[config.mk]
export PLATFORM = sky130hd
export DESIGN_NAME = halt_wakeup_watchdog
export DESIGN_NICKNAME = d
export VERILOG_FILES = /design/src/hdl/halt_watchdog_pkg.sv /design/src/hdl/slow_tick_gen.sv /design/src/hdl/porta_wake_detect.sv /design/src/hdl/halt_wakeup_watchdog.sv
export SDC_FILE = /design/constraint.sdc
export NUM_CORES = 1
export LEC_CHECK = 0
export BUFFER_PORTS_ARGS = -buffer_cell sky130_fd_sc_hd__buf_2
export CORE_MARGIN = 8
export CORE_UTILIZATION = 55
export DETAILED_ROUTE_END_ITERATION = 10
export PLACE_DENSITY = 0.74
export SLEW_MARGIN = 30
export SYNTH_ARGS = -nofsm -noshare
export SYNTH_HDL_FRONTEND = slang
export SYNTH_SLANG_ARGS = --single-unit
[constraint.sdc]
create_clock -name clk -period 2.8 [get_ports clk]
set_input_delay 0.28 -clock clk [delete_from_list [all_inputs] [get_ports clk]]
set_output_delay 0.28 -clock clk [all_outputs]
set_load 0.02 [all_outputs]
[src/hdl/halt_watchdog_pkg.sv]
// Behaviour
// RULE_01: Halt with idle_select 0 enters sleep; system and time base clocks stop.
// RULE_02: Halt with idle_select 1, idle_clock_keep 0 stops only the system clock.
// RULE_03: Halt with idle_select 1, idle_clock_keep 1 keeps clocks, stops execution only.
// RULE_04: Memory, registers and ports keep their values in every halt mode.
// RULE_05: Halt clears the watchdog counter, which then counts again from zero.
// RULE_06: Halt sets powerdown_flag and clears expiry_flag.
// RULE_07: Wake on enabled Port A falling edge, interrupt or watchdog overflow.
// RULE_08: Per-pin enables pick wake pins; such a wake resumes after the halt.
// RULE_09: Overflow in power-down sets expiry_flag, wakes, resets only PC and stack pointer.
// RULE_10: powerdown_flag cleared by power-up or watchdog clear, set by halt.
// RULE_11: Disabled interrupt or full stack: resume after halt, interrupt stays pending.
// RULE_12: Enabled interrupt with free stack: normal interrupt response on wake.
// RULE_13: Interrupt already pending at halt entry cannot wake the device.
// RULE_14: Watchdog counts slow clock; timeout 2^8 to 2^18 by period select code.
// RULE_15: Watchdog control loads 0x53 on any reset, kept on power-down timeout.
// RULE_16: Watchdog enabled while key field holds 10101 or 01010.
// RULE_17: Any other key causes device reset 2 to 3 slow cycles later, sets fault flag.
// RULE_18: Key fault flag resets to 0, set only by key reset, cleared by writing 0.
// RULE_19: System control bits 6 to 3 read as 0.
// RULE_20: Only the watchdog clear and halt instructions clear the counter from software.
// RULE_21: Timeout in normal operation causes full device reset and sets expiry_flag.
// RULE_22: Wake detection and watchdog divider run from slow clock ticks.
package halt_watchdog_pkg;

  // Register indices on the plain register port
  localparam logic [2:0] ADDR_WATCHDOG_CONTROL = 3'h0;
  localparam logic [2:0] ADDR_SYSTEM_CONTROL = 3'h1;
  localparam logic [2:0] ADDR_CLOCK_MODE = 3'h2;
  localparam logic [2:0] ADDR_STATUS = 3'h3;
  localparam logic [2:0] ADDR_PORTA_WAKE = 3'h4;

  // Reset values
  localparam logic [7:0] WATCHDOG_CONTROL_RESET = 8'h53;
  localparam logic IDLE_SELECT_RESET = 1'b1;
  localparam logic [7:0] PORTA_WAKE_RESET = 8'h00;

  // Field positions
  localparam int KEY_MSB = 7;
  localparam int KEY_LSB = 3;
  localparam int PERIOD_MSB = 2;
  localparam int PERIOD_LSB = 0;
  localparam int IDLE_CLOCK_KEEP_BIT = 7;
  localparam int KEY_FAULT_BIT = 0;
  localparam int IDLE_SELECT_BIT = 1;
  localparam int STATUS_EXPIRY_BIT = 0;
  localparam int STATUS_POWERDOWN_BIT = 1;

  // Key codes that keep the watchdog enabled
  localparam logic [4:0] KEY_ENABLE_A = 5'h15;
  localparam logic [4:0] KEY_ENABLE_B = 5'h0a;

  // Slow ticks from key corruption to reset (gives 2 to 3 slow periods)
  localparam logic [1:0] KEY_FAULT_TICKS = 2'h3;

  localparam int COUNT_WIDTH = 18;
  localparam int PORT_WIDTH = 8;
  localparam int IRQ_WIDTH = 8;

  typedef enum logic [1:0] {RUNNING, SLEEPING, IDLE_CLOCK_OFF, IDLE_CLOCK_ON} mode_type;

  // Terminal count mask for each period select code
  function automatic logic [COUNT_WIDTH-1:0] period_mask(input logic [2:0] code);
    case (code)
      3'h0: period_mask = 18'h000ff;
      3'h1: period_mask = 18'h003ff;
      3'h2: period_mask = 18'h00fff;
      3'h3: period_mask = 18'h03fff;
      3'h4: period_mask = 18'h07fff;
      3'h5: period_mask = 18'h0ffff;
      3'h6: period_mask = 18'h1ffff;
      default: period_mask = 18'h3ffff;
    endcase
  endfunction

endpackage

[src/hdl/slow_tick_gen.sv]
`timescale 1ns/1ps
module slow_tick_gen (
  input wire logic clk,
  input wire logic reset_n,
  input wire logic slow_clock,
  output logic slow_tick
);
  typedef struct packed {
    logic sync_first;
    logic sync_second;
    logic last;
    logic tick;
  } tick_state_type;

  tick_state_type state, next_state;

  assign slow_tick = state.tick;

  // Two-stage synchroniser, then rising edge to a one-cycle enable
  always_comb begin
    next_state = state;
    next_state.sync_first = slow_clock;
    next_state.sync_second = state.sync_first;
    next_state.last = state.sync_second;
    next_state.tick = state.sync_second & ~state.last;
  end

  always_ff @(posedge clk or negedge reset_n) begin
    if (!reset_n) begin
      state <= '0;
    end else begin
      state <= next_state;
    end
  end
endmodule

[src/hdl/porta_wake_detect.sv]
`timescale 1ns/1ps
module porta_wake_detect (
  input wire logic clk,
  input wire logic reset_n,
  input wire logic slow_tick,
  input wire logic [halt_watchdog_pkg::PORT_WIDTH-1:0] porta_pins,
  input wire logic [halt_watchdog_pkg::PORT_WIDTH-1:0] porta_wake_enable,
  output logic wake_fall
);
  import halt_watchdog_pkg::*;

  typedef struct packed {
    logic [PORT_WIDTH-1:0] sync_first;
    logic [PORT_WIDTH-1:0] sync_second;
    logic [PORT_WIDTH-1:0] sampled;
    logic fall;
  } detect_state_type;

  detect_state_type state, next_state;
  logic [PORT_WIDTH-1:0] pin_fall;

  assign wake_fall = state.fall;

  // Per-pin falling edge between slow samples, gated by its enable
  genvar i;
  generate
    for (i = 0; i < PORT_WIDTH; i++) begin : g_pin
      assign pin_fall[i] = porta_wake_enable[i] & state.sampled[i] & ~state.sync_second[i]; // see RULE_08
    end
  endgenerate

  // Pins sampled only on slow ticks
  always_comb begin
    next_state = state;
    next_state.sync_first = porta_pins;
    next_state.sync_second = state.sync_first;
    next_state.fall = 1'b0;
    if (slow_tick) begin // see RULE_22
      next_state.sampled = state.sync_second;
      next_state.fall = |pin_fall;
    end
  end

  always_ff @(posedge clk or negedge reset_n) begin
    if (!reset_n) begin
      state <= '1;
      state.fall <= 1'b0;
    end else begin
      state <= next_state;
    end
  end
endmodule

[src/hdl/halt_wakeup_watchdog.sv]
`timescale 1ns/1ps
module halt_wakeup_watchdog (
  input wire logic clk,
  input wire logic reset_n,
  // Slow oscillator pin
  input wire logic slow_clock,
  // Port A pins
  input wire logic [halt_watchdog_pkg::PORT_WIDTH-1:0] porta_pins,
  // Core instruction strobes
  input wire logic halt_exec,
  input wire logic clear_watchdog_exec,
  // Core interrupt state
  input wire logic [halt_watchdog_pkg::IRQ_WIDTH-1:0] interrupt_request,
  input wire logic [halt_watchdog_pkg::IRQ_WIDTH-1:0] interrupt_enable,
  input wire logic stack_full,
  // Register port
  input wire logic [2:0] reg_addr,
  input wire logic [7:0] reg_wdata,
  input wire logic reg_write,
  input wire logic reg_read,
  output logic [7:0] reg_rdata,
  // Clock gating, core control and status flags
  output logic system_clock_enable,
  output logic timebase_clock_enable,
  output logic execution_hold,
  output logic wake_resume,
  output logic wake_interrupt,
  output logic pc_stack_reset,
  output logic device_reset,
  output logic powerdown_flag,
  output logic expiry_flag
);
  import halt_watchdog_pkg::*;

  typedef struct packed {
    mode_type mode;
    logic [7:0] watchdog_control;
    logic idle_clock_keep;
    logic idle_select;
    logic [PORT_WIDTH-1:0] porta_wake_enable;
    logic powerdown_flag;
    logic expiry_flag;
    logic key_fault_reset_flag;
    logic [COUNT_WIDTH-1:0] count;
    logic [1:0] key_wait;
    logic [IRQ_WIDTH-1:0] irq_armed;
    logic [7:0] rdata;
    logic system_clock_enable;
    logic timebase_clock_enable;
    logic execution_hold;
    logic wake_resume;
    logic wake_interrupt;
    logic pc_stack_reset;
    logic device_reset;
  } block_state_type;

  block_state_type state, next_state;
  logic slow_tick;
  logic porta_fall;

  // Slow clock enable
  slow_tick_gen u_tick (
    .clk(clk),
    .reset_n(reset_n),
    .slow_clock(slow_clock),
    .slow_tick(slow_tick)
  );

  // Port A falling edge detection
  porta_wake_detect u_porta (
    .clk(clk),
    .reset_n(reset_n),
    .slow_tick(slow_tick),
    .porta_pins(porta_pins),
    .porta_wake_enable(state.porta_wake_enable),
    .wake_fall(porta_fall)
  );

  // Outputs straight from the state register
  assign reg_rdata = state.rdata;
  assign system_clock_enable = state.system_clock_enable;
  assign timebase_clock_enable = state.timebase_clock_enable;
  assign execution_hold = state.execution_hold;
  assign wake_resume = state.wake_resume;
  assign wake_interrupt = state.wake_interrupt;
  assign pc_stack_reset = state.pc_stack_reset;
  assign device_reset = state.device_reset;
  assign powerdown_flag = state.powerdown_flag;
  assign expiry_flag = state.expiry_flag;

  // Decoded watchdog and interrupt wake conditions
  logic [4:0] key;
  logic key_valid;
  logic [COUNT_WIDTH-1:0] mask;
  logic timeout;
  logic asleep;
  logic [IRQ_WIDTH-1:0] irq_wake;
  logic irq_serviced;

  always_comb begin
    key = state.watchdog_control[KEY_MSB:KEY_LSB];
    key_valid = (key == KEY_ENABLE_A) || (key == KEY_ENABLE_B); // see RULE_16
    mask = period_mask(state.watchdog_control[PERIOD_MSB:PERIOD_LSB]); // see RULE_14
    timeout = key_valid && slow_tick && ((state.count & mask) == mask); // see RULE_22
    asleep = (state.mode != RUNNING);
    irq_wake = interrupt_request & state.irq_armed; // see RULE_13
    irq_serviced = |(irq_wake & interrupt_enable) && !stack_full; // see RULE_12
  end

  // Next state: mode machine, watchdog, flags and register port
  always_comb begin
    next_state = state;
    next_state.wake_resume = 1'b0;
    next_state.wake_interrupt = 1'b0;
    next_state.pc_stack_reset = 1'b0;
    next_state.device_reset = 1'b0;
    next_state.rdata = 8'h00;

    // Watchdog divider counts slow ticks while the key is valid
    if (key_valid && slow_tick) begin
      next_state.count = state.count + 1'b1; // see RULE_14
    end

    // Register writes; only the settable fields change
    if (reg_write) begin
      case (reg_addr)
        ADDR_WATCHDOG_CONTROL: next_state.watchdog_control = reg_wdata;
        ADDR_SYSTEM_CONTROL: begin
          next_state.idle_clock_keep = reg_wdata[IDLE_CLOCK_KEEP_BIT];
          if (!reg_wdata[KEY_FAULT_BIT]) begin
            next_state.key_fault_reset_flag = 1'b0; // see RULE_18
          end
        end
        ADDR_CLOCK_MODE: next_state.idle_select = reg_wdata[IDLE_SELECT_BIT];
        ADDR_PORTA_WAKE: next_state.porta_wake_enable = reg_wdata; // see RULE_08
        default: begin
        end
      endcase
    end

    // Software clear of the watchdog
    if (clear_watchdog_exec && !asleep) begin
      next_state.count = '0; // see RULE_20
      next_state.powerdown_flag = 1'b0; // see RULE_10
    end

    // Mode machine
    case (state.mode)
      RUNNING: begin
        if (halt_exec) begin
          next_state.count = '0; // see RULE_05
          next_state.powerdown_flag = 1'b1; // see RULE_06 RULE_10
          next_state.expiry_flag = 1'b0; // see RULE_06
          next_state.irq_armed = ~interrupt_request; // see RULE_13
          if (!state.idle_select) begin
            next_state.mode = SLEEPING; // see RULE_01
          end else if (!state.idle_clock_keep) begin
            next_state.mode = IDLE_CLOCK_OFF; // see RULE_02
          end else begin
            next_state.mode = IDLE_CLOCK_ON; // see RULE_03
          end
        end else if (timeout) begin
          // Full reset on expiry in normal operation
          next_state.device_reset = 1'b1; // see RULE_21
          next_state.expiry_flag = 1'b1; // see RULE_21
          next_state.watchdog_control = WATCHDOG_CONTROL_RESET; // see RULE_15
          next_state.count = '0;
        end
      end
      SLEEPING, IDLE_CLOCK_OFF, IDLE_CLOCK_ON: begin
        // Nothing else is touched while halted
        if (timeout) begin
          next_state.mode = RUNNING; // see RULE_07 RULE_09
          next_state.expiry_flag = 1'b1; // see RULE_09
          next_state.pc_stack_reset = 1'b1; // see RULE_09
          next_state.count = '0;
        end else if (|irq_wake) begin
          next_state.mode = RUNNING; // see RULE_07
          next_state.wake_interrupt = irq_serviced; // see RULE_12
          next_state.wake_resume = !irq_serviced; // see RULE_11
        end else if (porta_fall) begin
          next_state.mode = RUNNING; // see RULE_07
          next_state.wake_resume = 1'b1; // see RULE_08
        end
      end
      default: next_state.mode = RUNNING;
    endcase

    // Corrupted key: reset after the slow tick delay
    if (key_valid) begin
      next_state.key_wait = '0;
    end else if (slow_tick) begin
      if (state.key_wait == KEY_FAULT_TICKS - 2'h1) begin
        next_state.key_wait = '0;
        next_state.device_reset = 1'b1; // see RULE_17
        next_state.key_fault_reset_flag = 1'b1; // see RULE_17 RULE_18
        next_state.watchdog_control = WATCHDOG_CONTROL_RESET; // see RULE_15
        next_state.count = '0;
        next_state.mode = RUNNING;
      end else begin
        next_state.key_wait = state.key_wait + 2'h1;
      end
    end

    // Clock gating follows the next mode
    next_state.system_clock_enable = (next_state.mode == RUNNING) || (next_state.mode == IDLE_CLOCK_ON);
    next_state.timebase_clock_enable = (next_state.mode != SLEEPING); // see RULE_01 RULE_02 RULE_03
    next_state.execution_hold = (next_state.mode != RUNNING); // see RULE_04

    // Read data in the cycle after the read strobe
    if (reg_read) begin
      case (reg_addr)
        ADDR_WATCHDOG_CONTROL: next_state.rdata = state.watchdog_control;
        ADDR_SYSTEM_CONTROL: begin
          next_state.rdata[IDLE_CLOCK_KEEP_BIT] = state.idle_clock_keep; // see RULE_19
          next_state.rdata[KEY_FAULT_BIT] = state.key_fault_reset_flag;
        end
        ADDR_CLOCK_MODE: next_state.rdata[IDLE_SELECT_BIT] = state.idle_select;
        ADDR_STATUS: begin
          next_state.rdata[STATUS_EXPIRY_BIT] = state.expiry_flag;
          next_state.rdata[STATUS_POWERDOWN_BIT] = state.powerdown_flag;
        end
        ADDR_PORTA_WAKE: next_state.rdata = state.porta_wake_enable;
        default: next_state.rdata = 8'h00;
      endcase
    end
  end

  // State register
  always_ff @(posedge clk or negedge reset_n) begin
    if (!reset_n) begin
      state <= '0;
      state.mode <= RUNNING;
      state.watchdog_control <= WATCHDOG_CONTROL_RESET; // see RULE_15
      state.idle_select <= IDLE_SELECT_RESET;
      state.porta_wake_enable <= PORTA_WAKE_RESET;
      state.system_clock_enable <= 1'b1;
      state.timebase_clock_enable <= 1'b1;
    end else begin
      state <= next_state;
    end
  end
endmodule

==> summary.txt, run 1 <==
max_cap viols -> 0
share of post-route cells with drive strength above 1 -> 31.3%
CP Capture Type -> flip-flop
Syn Area/Cell -> 11.3 um^2
FF/Latch Area -> 2420 um^2
Final Core Density -> 65.9%
Seq cells post-synth -> 95
leading post-synthesis cells by cell area -> dfrtp_1 38%, dfstp_2 19%, mux2_2 5.1%
Root Buffer -> clkbuf_8
postcts setup bufs -> 0
Routed wire per std cell -> 15.7 um
sequential share of the synthesized area -> 57.8%
unrepaired setup endpoints after global routing -> false
final count of hold timing violations -> 0
Mapped Nets -> 415
final net count -> 479
asr flop ratio synth -> 100%
CTS tree -> yes
Max Clk Rate -> 435 MHz
HP Class -> in2reg
port bufs -> 59
fin crit share -> 82.2%
Power, Total -> 0.00360 W
status -> finished clean
Crit path required time -> 3110 ps
# resized after CTS -> 0
Post-synth EDFFs -> 0
crit-path max FO -> 17
drt via density -> 5.57
min Tclk post-route -> 2300 ps
first-pass GRT wire length -> 13600 um
normalized max-slew margin -> 55.3%
grt total ovfl -> 0
clock tree buffer depth -> 2
Iteration-0 DRC Markers -> 117
crit path DAT -> 2610 ps
Reg clk slew, reported paths -> 90 ps
initial antenna violation count -> 0
Layout Skew -> 16.6 ps
Fillers -> 590
total number of vias -> 2989
Slew Viols, Final -> 0
crit path kind -> reg2reg
Worst Tran Pin Value -> 670 ps
multi-input logic area -> 1630 um^2
DRC violations left -> 0
initial core utilization -> 57.3%
hold_ws -> 26.7 ps
Antenna Nets Post-Route -> 0
ys flop type -> dfrtp_1
leak pwr -> 2.14 nW
I/O pin cnt -> 60
peak supply drop -> 0.447 mV
setup TNS -> 0 ps
Mapped Cells -> 369
Layout area overhead -> 15.1%
worst skew pair latency -> 370 ps
Synth top area share -> 38.3%
Cell variety after synth -> 53
Inserted Clock Buffers -> 9
TritonRoute pass-1 iters -> 4
pre-CTS setup slack -> 517 ps
Final Worst Setup Slack -> 499 ps
Mapped Area -> 4180 um^2
n_diodes -> 0
Max H-tree Level -> 3
Total GRT Usage -> 16.5%
Core Footprint -> 7290 um^2
Placer Congestion -> 0.870
number of synthesis warnings -> 0
Synth area leader -> dfrtp_1
top-count cell post-synth -> dfrtp_1
vias in the first global route -> 2876
endpoints failing setup -> 0
Synth top cells by count -> 64 x dfrtp_1, 37 x nand2_1, 31 x dfstp_2
Die Y-Extent -> 103 um
largest net degree at the start of global routing -> 79
Startpoint Class -> flip-flop
die area -> 10600 um^2
Die W -> 103 um
FP Rows -> 31
post-DP HPWL -> 6050 um
clk sink count -> 95
Cell Pwr Density -> 748 nW/um^2
final WL -> 8410 um
power breakdown:
part | switching [W] | total [W] | internal, W
logic | 0.000472 | 0.000822 | 0.000350
clock network | 0.000511 | 0.000855 | 0.000344
registers | 0.000231 | 0.00192 | 0.00169
total | 0.00121 | 0.00360 | 0.00238
metal layers:
metal / up-vias / GRT usage, % / wire [um]
met4: 0 / 6.01 / 153
met3: 11 / 4.59 / 634
met5: - / 0 / 0
li1: 1434 / - / -
met1: 1457 / 20.4 / 3660
met2: 87 / 27.0 / 3960
sequential cells by signal, indices dropped and copies added (netlist names):
register               cells
state                     44
device_reset               1
u_tick.slow_tick           1
u_porta.wake_fall          1
powerdown_flag             1
key                        5
execution_hold             1
u_tick.next_state          2
system_clock_enable        1
u_tick.state               1
wake_resume                1
wake_interrupt             1
u_porta.next_state         8
expiry_flag                1
u_porta.state             16
reg_rdata                  8
timebase_clock_enable      1
pc_stack_reset             1
worst paths after layout:
kind | endpoint | start | cells past startpoint | slack (ps)
setup reg to reg | system_clock_enable$_DFF_PN1_ | u_tick.slow_tick$_DFF_PN0_ | 7 | 500
hold reg to reg | u_porta.state[14]$_DFF_PN1_ | u_porta.next_state[14]$_DFF_PN1_ | 0 | 360
hold / removal | u_tick.next_state[2]$_DFF_PN0_ | slow_clock | 1 | 30
setup / recovery | system_clock_enable$_DFF_PN1_ | u_tick.slow_tick$_DFF_PN0_ | 7 | 500
max in group asynchronous | u_porta.state[6]$_DFFE_PN1P_ | reset_n | 3 | 1530
min in group asynchronous | execution_hold$_DFF_PN0_ | reset_n | 2 | 490
critical path: stages, from the launching register on:
cell and delay (ps):
dfrtp_1 590, and3_1 260, a2bb2oi_2 440, nor2_1 210, o21ai_1 250, a21oi_1 150, ha_1 290, inv_1 60
layout make-up:
type                       instances  share of cell area, %
clock inverter                     7                   1.28
timing repair buffer              73                   8.93
multi-input combinational        248                   33.9
inverter                           6                  0.468
tap                               99                   2.58
clock buffer                       9                   2.58
sequential                        95                   50.2
cells by family (layout without fill, tap and decap cells):
kind of cell | count (synthesis) | in the layout | synth area share, %
xor gates and xnor gates | 12 | 12 | 2.51
and+or+nand+nor | 143 | 143 | 17.8
muxes | 36 | 36 | 9.19
AOI/OAI and AO/OA | 54 | 54 | 8.44
DFF | 95 | 95 | 57.8
buffers and inverters | 26 | 95 | 3.29
adders and majority gates | 3 | 3 | 0.898
metrics by stage:
step	cells	instance area, um^2
after detailed placement	512	4530
after floorplan	369	4180
final	537	4810
after global routing	537	4810
after CTS	536	4790
after global placement	512	4530
placed cells by master (no fill, tap or decap), types with 3 or more instances in the layout:
cell and n:
dlygate4sd3_1 9, nand3b_1 3, nor3_1 25, xnor2_1 10
and3_1 7, nor2b_1 4, mux2_2 19, nor3b_1 3
nor2_1 19, mux2i_1 17, clkbuf_8 9, ha_1 3
nand2_1 37, buf_2 58, o22ai_1 4, nand3_1 19
dfrtp_1 64, a21oi_1 13, inv_1 6, dfstp_2 31
inv_8 3, o21ai_0 15, and2_1 4, buf_4 5
nand4_1 6
timing repair:
action                                  CTS  global route
endpoints found under the hold margin     8            44
endpoints found under the setup margin    0             0
hold buffers                              8             1
Power figures use the tool's default switching activity.
==> inputs of run 2 (changes only) <==
--- a/config.mk
+++ b/config.mk
@@ -5,11 +5,12 @@
 export SDC_FILE = /design/constraint.sdc
 export NUM_CORES = 1
 export LEC_CHECK = 0
+export ABC_AREA = 1
 export BUFFER_PORTS_ARGS = -buffer_cell sky130_fd_sc_hd__buf_2
 export CORE_MARGIN = 8
-export CORE_UTILIZATION = 55
+export CORE_UTILIZATION = 52
 export DETAILED_ROUTE_END_ITERATION = 10
-export PLACE_DENSITY = 0.74
+export PLACE_DENSITY = 0.73
 export SLEW_MARGIN = 30
 export SYNTH_ARGS = -nofsm -noshare
 export SYNTH_HDL_FRONTEND = slang
==> constraint.sdc (replaced) <==
create_clock -name clk -period 2 [get_ports clk]
set_input_delay 0.2 -clock clk [delete_from_list [all_inputs] [get_ports clk]]
set_output_delay 0.2 -clock clk [all_outputs]
set_load 0.02 [all_outputs]
==> run 2 against run 1 <==
Via count is 12% higher. Critical endpoint unchanged. Routed wire length is 8.7% higher. First-iteration DRC count is 25% higher. Largest cell class unchanged. Register-to-register slack worse by 340 ps. Clock-buffer cell count is 5 higher. Highest routed layer unchanged. Global-route usage is 0.23 points higher. Total power is 41% higher.
==> summary.txt, run 2 <==
status -> finished clean
commonest non-fill, non-tap cell in the layout -> nand2_1
Max Clk Rate -> 543 MHz
Power, Total -> 0.00507 W
Mapped Cells -> 489
Cell Pwr Density -> 1010 nW/um^2
Biggest register -> state
clock tree buffer depth -> 2
Post-synth EDFFs -> 0
Layout Skew -> 11.0 ps
Reg clk slew, reported paths -> 90 ps
leading post-synthesis cells by cell area -> dfrtp_1 37%, dfstp_2 19%, nand2_1 11%
Fillers -> 686
multi-input logic area -> 1600 um^2
dpl cell area -> 4700 um^2
share of post-route cells with drive strength above 1 -> 25.3%
port bufs -> 59
fin crit share -> 92.1%
Total GRT Usage -> 16.7%
Layout area overhead -> 16.5%
number of flip-flops in the largest register -> 44
dpl cells -> 644
post-DP HPWL -> 6740 um
drt via density -> 5.01
ys flop type -> dfrtp_1
Iteration-0 DRC Markers -> 146
Slew Viols, Final -> 0
Placer Congestion -> 0.869
min Tclk post-route -> 1840 ps
Compound-Gate Fraction of Synth Area -> 6.25%
HP Class -> in2reg
Synth area leader -> dfrtp_1
crit path DAT -> 2130 ps
multiplexer share of the synthesized area -> 2.02%
Slowest cell on crit path -> dfrtp_1
final WL -> 9140 um
area share of fa/ha/maj cells after synthesis -> 0.868%
most frequent cells in the layout -> 131 x nand2_1, 64 x dfrtp_1, 58 x buf_2
final net count -> 607
Regs by FF count -> state: 44 flops, u_porta.state: 16 flops
Inserted Clock Buffers -> 9
number of synthesis warnings -> 0
Synth top area share -> 37.0%
worst skew pair latency -> 350 ps
die area -> 11500 um^2
Synth top cells by count -> 131 x nand2_1, 64 x dfrtp_1, 52 x inv_1, 52 x nor2_1
flop2flop setup slack -> 160 ps
FP Rows -> 33
first-pass GRT wire length -> 15500 um
Max H-tree Level -> 3
DRC violations left -> 0
Routed wire per std cell -> 13.6 um
asr flop ratio synth -> 100%
WHS Path Cells -> 3
delay of the slowest critical-path stage -> 380 ps
top-count cell post-synth -> nand2_1
Core Footprint -> 8130 um^2
vias in the first global route -> 3399
crit-path cells -> ha_1, nand3_1, nor2_2, nand3_1, nor2_4, nand2_4, nand2_1, nand2_1, nand2_1, ha_1, inv_1
Seq cells post-synth -> 95
total number of vias -> 3362
Syn Area/Cell -> 8.85 um^2
final count of hold timing violations -> 0
Mapped Nets -> 535
largest net degree at the start of global routing -> 51
normalized max-slew margin -> 58.2%
Die Y-Extent -> 107 um
endpoints failing setup -> 0
Cell variety after synth -> 35
sequential share of the synthesized area -> 55.9%
max_cap viols -> 0
Startpoint Class -> flip-flop
CP most frequent cell -> nand2_1
initial core utilization -> 53.2%
CP Capture Type -> flip-flop
TritonRoute pass-1 iters -> 5
FF/Latch Area -> 2420 um^2
Finished Layout Cells -> 671
Worst Reg2Reg Path Length in Cells -> 11
main combinational cell family by area after synthesis -> simple AND/OR/NAND/NOR gates
Mapped Area -> 4330 um^2
Worst Tran Pin Value -> 627 ps
peak supply drop -> 0.547 mV
Synth Area in XOR/XNOR -> 1.42%
Final Core Density -> 62.0%
grt total ovfl -> 0
leak pwr -> 2.57 nW
Root Buffer -> clkbuf_8
crit-path max FO -> 9
Crit path required time -> 2290 ps
Final Cell Area -> 5040 um^2
n_diodes -> 0
crit path kind -> reg2reg
clk sink count -> 95
CTS tree -> yes
Antenna Nets Post-Route -> 0
Final Worst Setup Slack -> 159 ps
I/O pin cnt -> 60
pre-CTS setup slack -> 112 ps
Die W -> 107 um
initial antenna violation count -> 0
area share of and/or/nand/nor cells after synthesis -> 26.0%
[run 2: cell type report]
cell class                 count  share of cell area, %
inverter                      57                   4.25
clock inverter                 2                  0.745
clock buffer                  14                   3.43
tap                          105                   2.61
sequential                    95                   47.9
timing repair buffer          77                   9.33
multi-input combinational    321                   31.7
[run 2: report_power, final]
group	switching, W	internal (W)	leakage, nW
sequential	0.000221	0.00233	1.16
combinational	0.000768	0.000439	1.31
clock	0.000623	0.000683	0.103
[run 2: per-layer routing]
metal	track usage [%]	share of wire [%]
met5	0	0
met4	6.93	1.1
met3	3.96	4.7
met2	27.8	49
met1	20.4	45
[run 2: path summary, 6_finish.rpt]
kind | startpoint | endpoint
min | reg_read | reg_rdata[7]$_DFF_PN0_
min reg2reg | u_porta.next_state[13]$_DFF_PN1_ | u_porta.state[13]$_DFF_PN1_
min in group asynchronous | reset_n | state[22]$_DFFE_PN0P_
max reg2reg | state[26]$_DFF_PN0_ | system_clock_enable$_DFF_PN1_
max in group asynchronous | reset_n | u_porta.state[3]$_DFFE_PN1P_
max | state[26]$_DFF_PN0_ | system_clock_enable$_DFF_PN1_
[run 2: timing repair]
item	4_1_cts	5_1_grt
setup buffers	0	1
gates resized for setup	0	4
hold buffers	10	0
endpoints found under the hold margin	39	0
setup endpoints to repair	0	15
[run 2: worst max-delay path, delay by kind of cell (launching register included)]
family	cells	cell delay [ps]
and+or+nand+nor	8	920
adders and majority gates	2	430
DFF	1	380
buffers and inverters	1	60
[run 2: stage by stage]
| stage | setup TNS [ps] | hold WS, ps |
|---|---|---|
| after floorplan | 0 | -95.6 |
| after CTS | 0 | 34.8 |
| after detailed placement | 0 | 256 |
| final | 0 | 52.5 |
| after global placement | 0 | 252 |
| after global routing | -27.9 | 54.7 |
[run 2: cells by family after synthesis]
group,Yosys count
adder cells (fa/ha/maj),3
AO/OA/AOI/OAI,51
multiplexers,8
AND/OR/NAND/NOR,252
buffers and inverters,73
XOR/XNOR,7
flip-flops,95
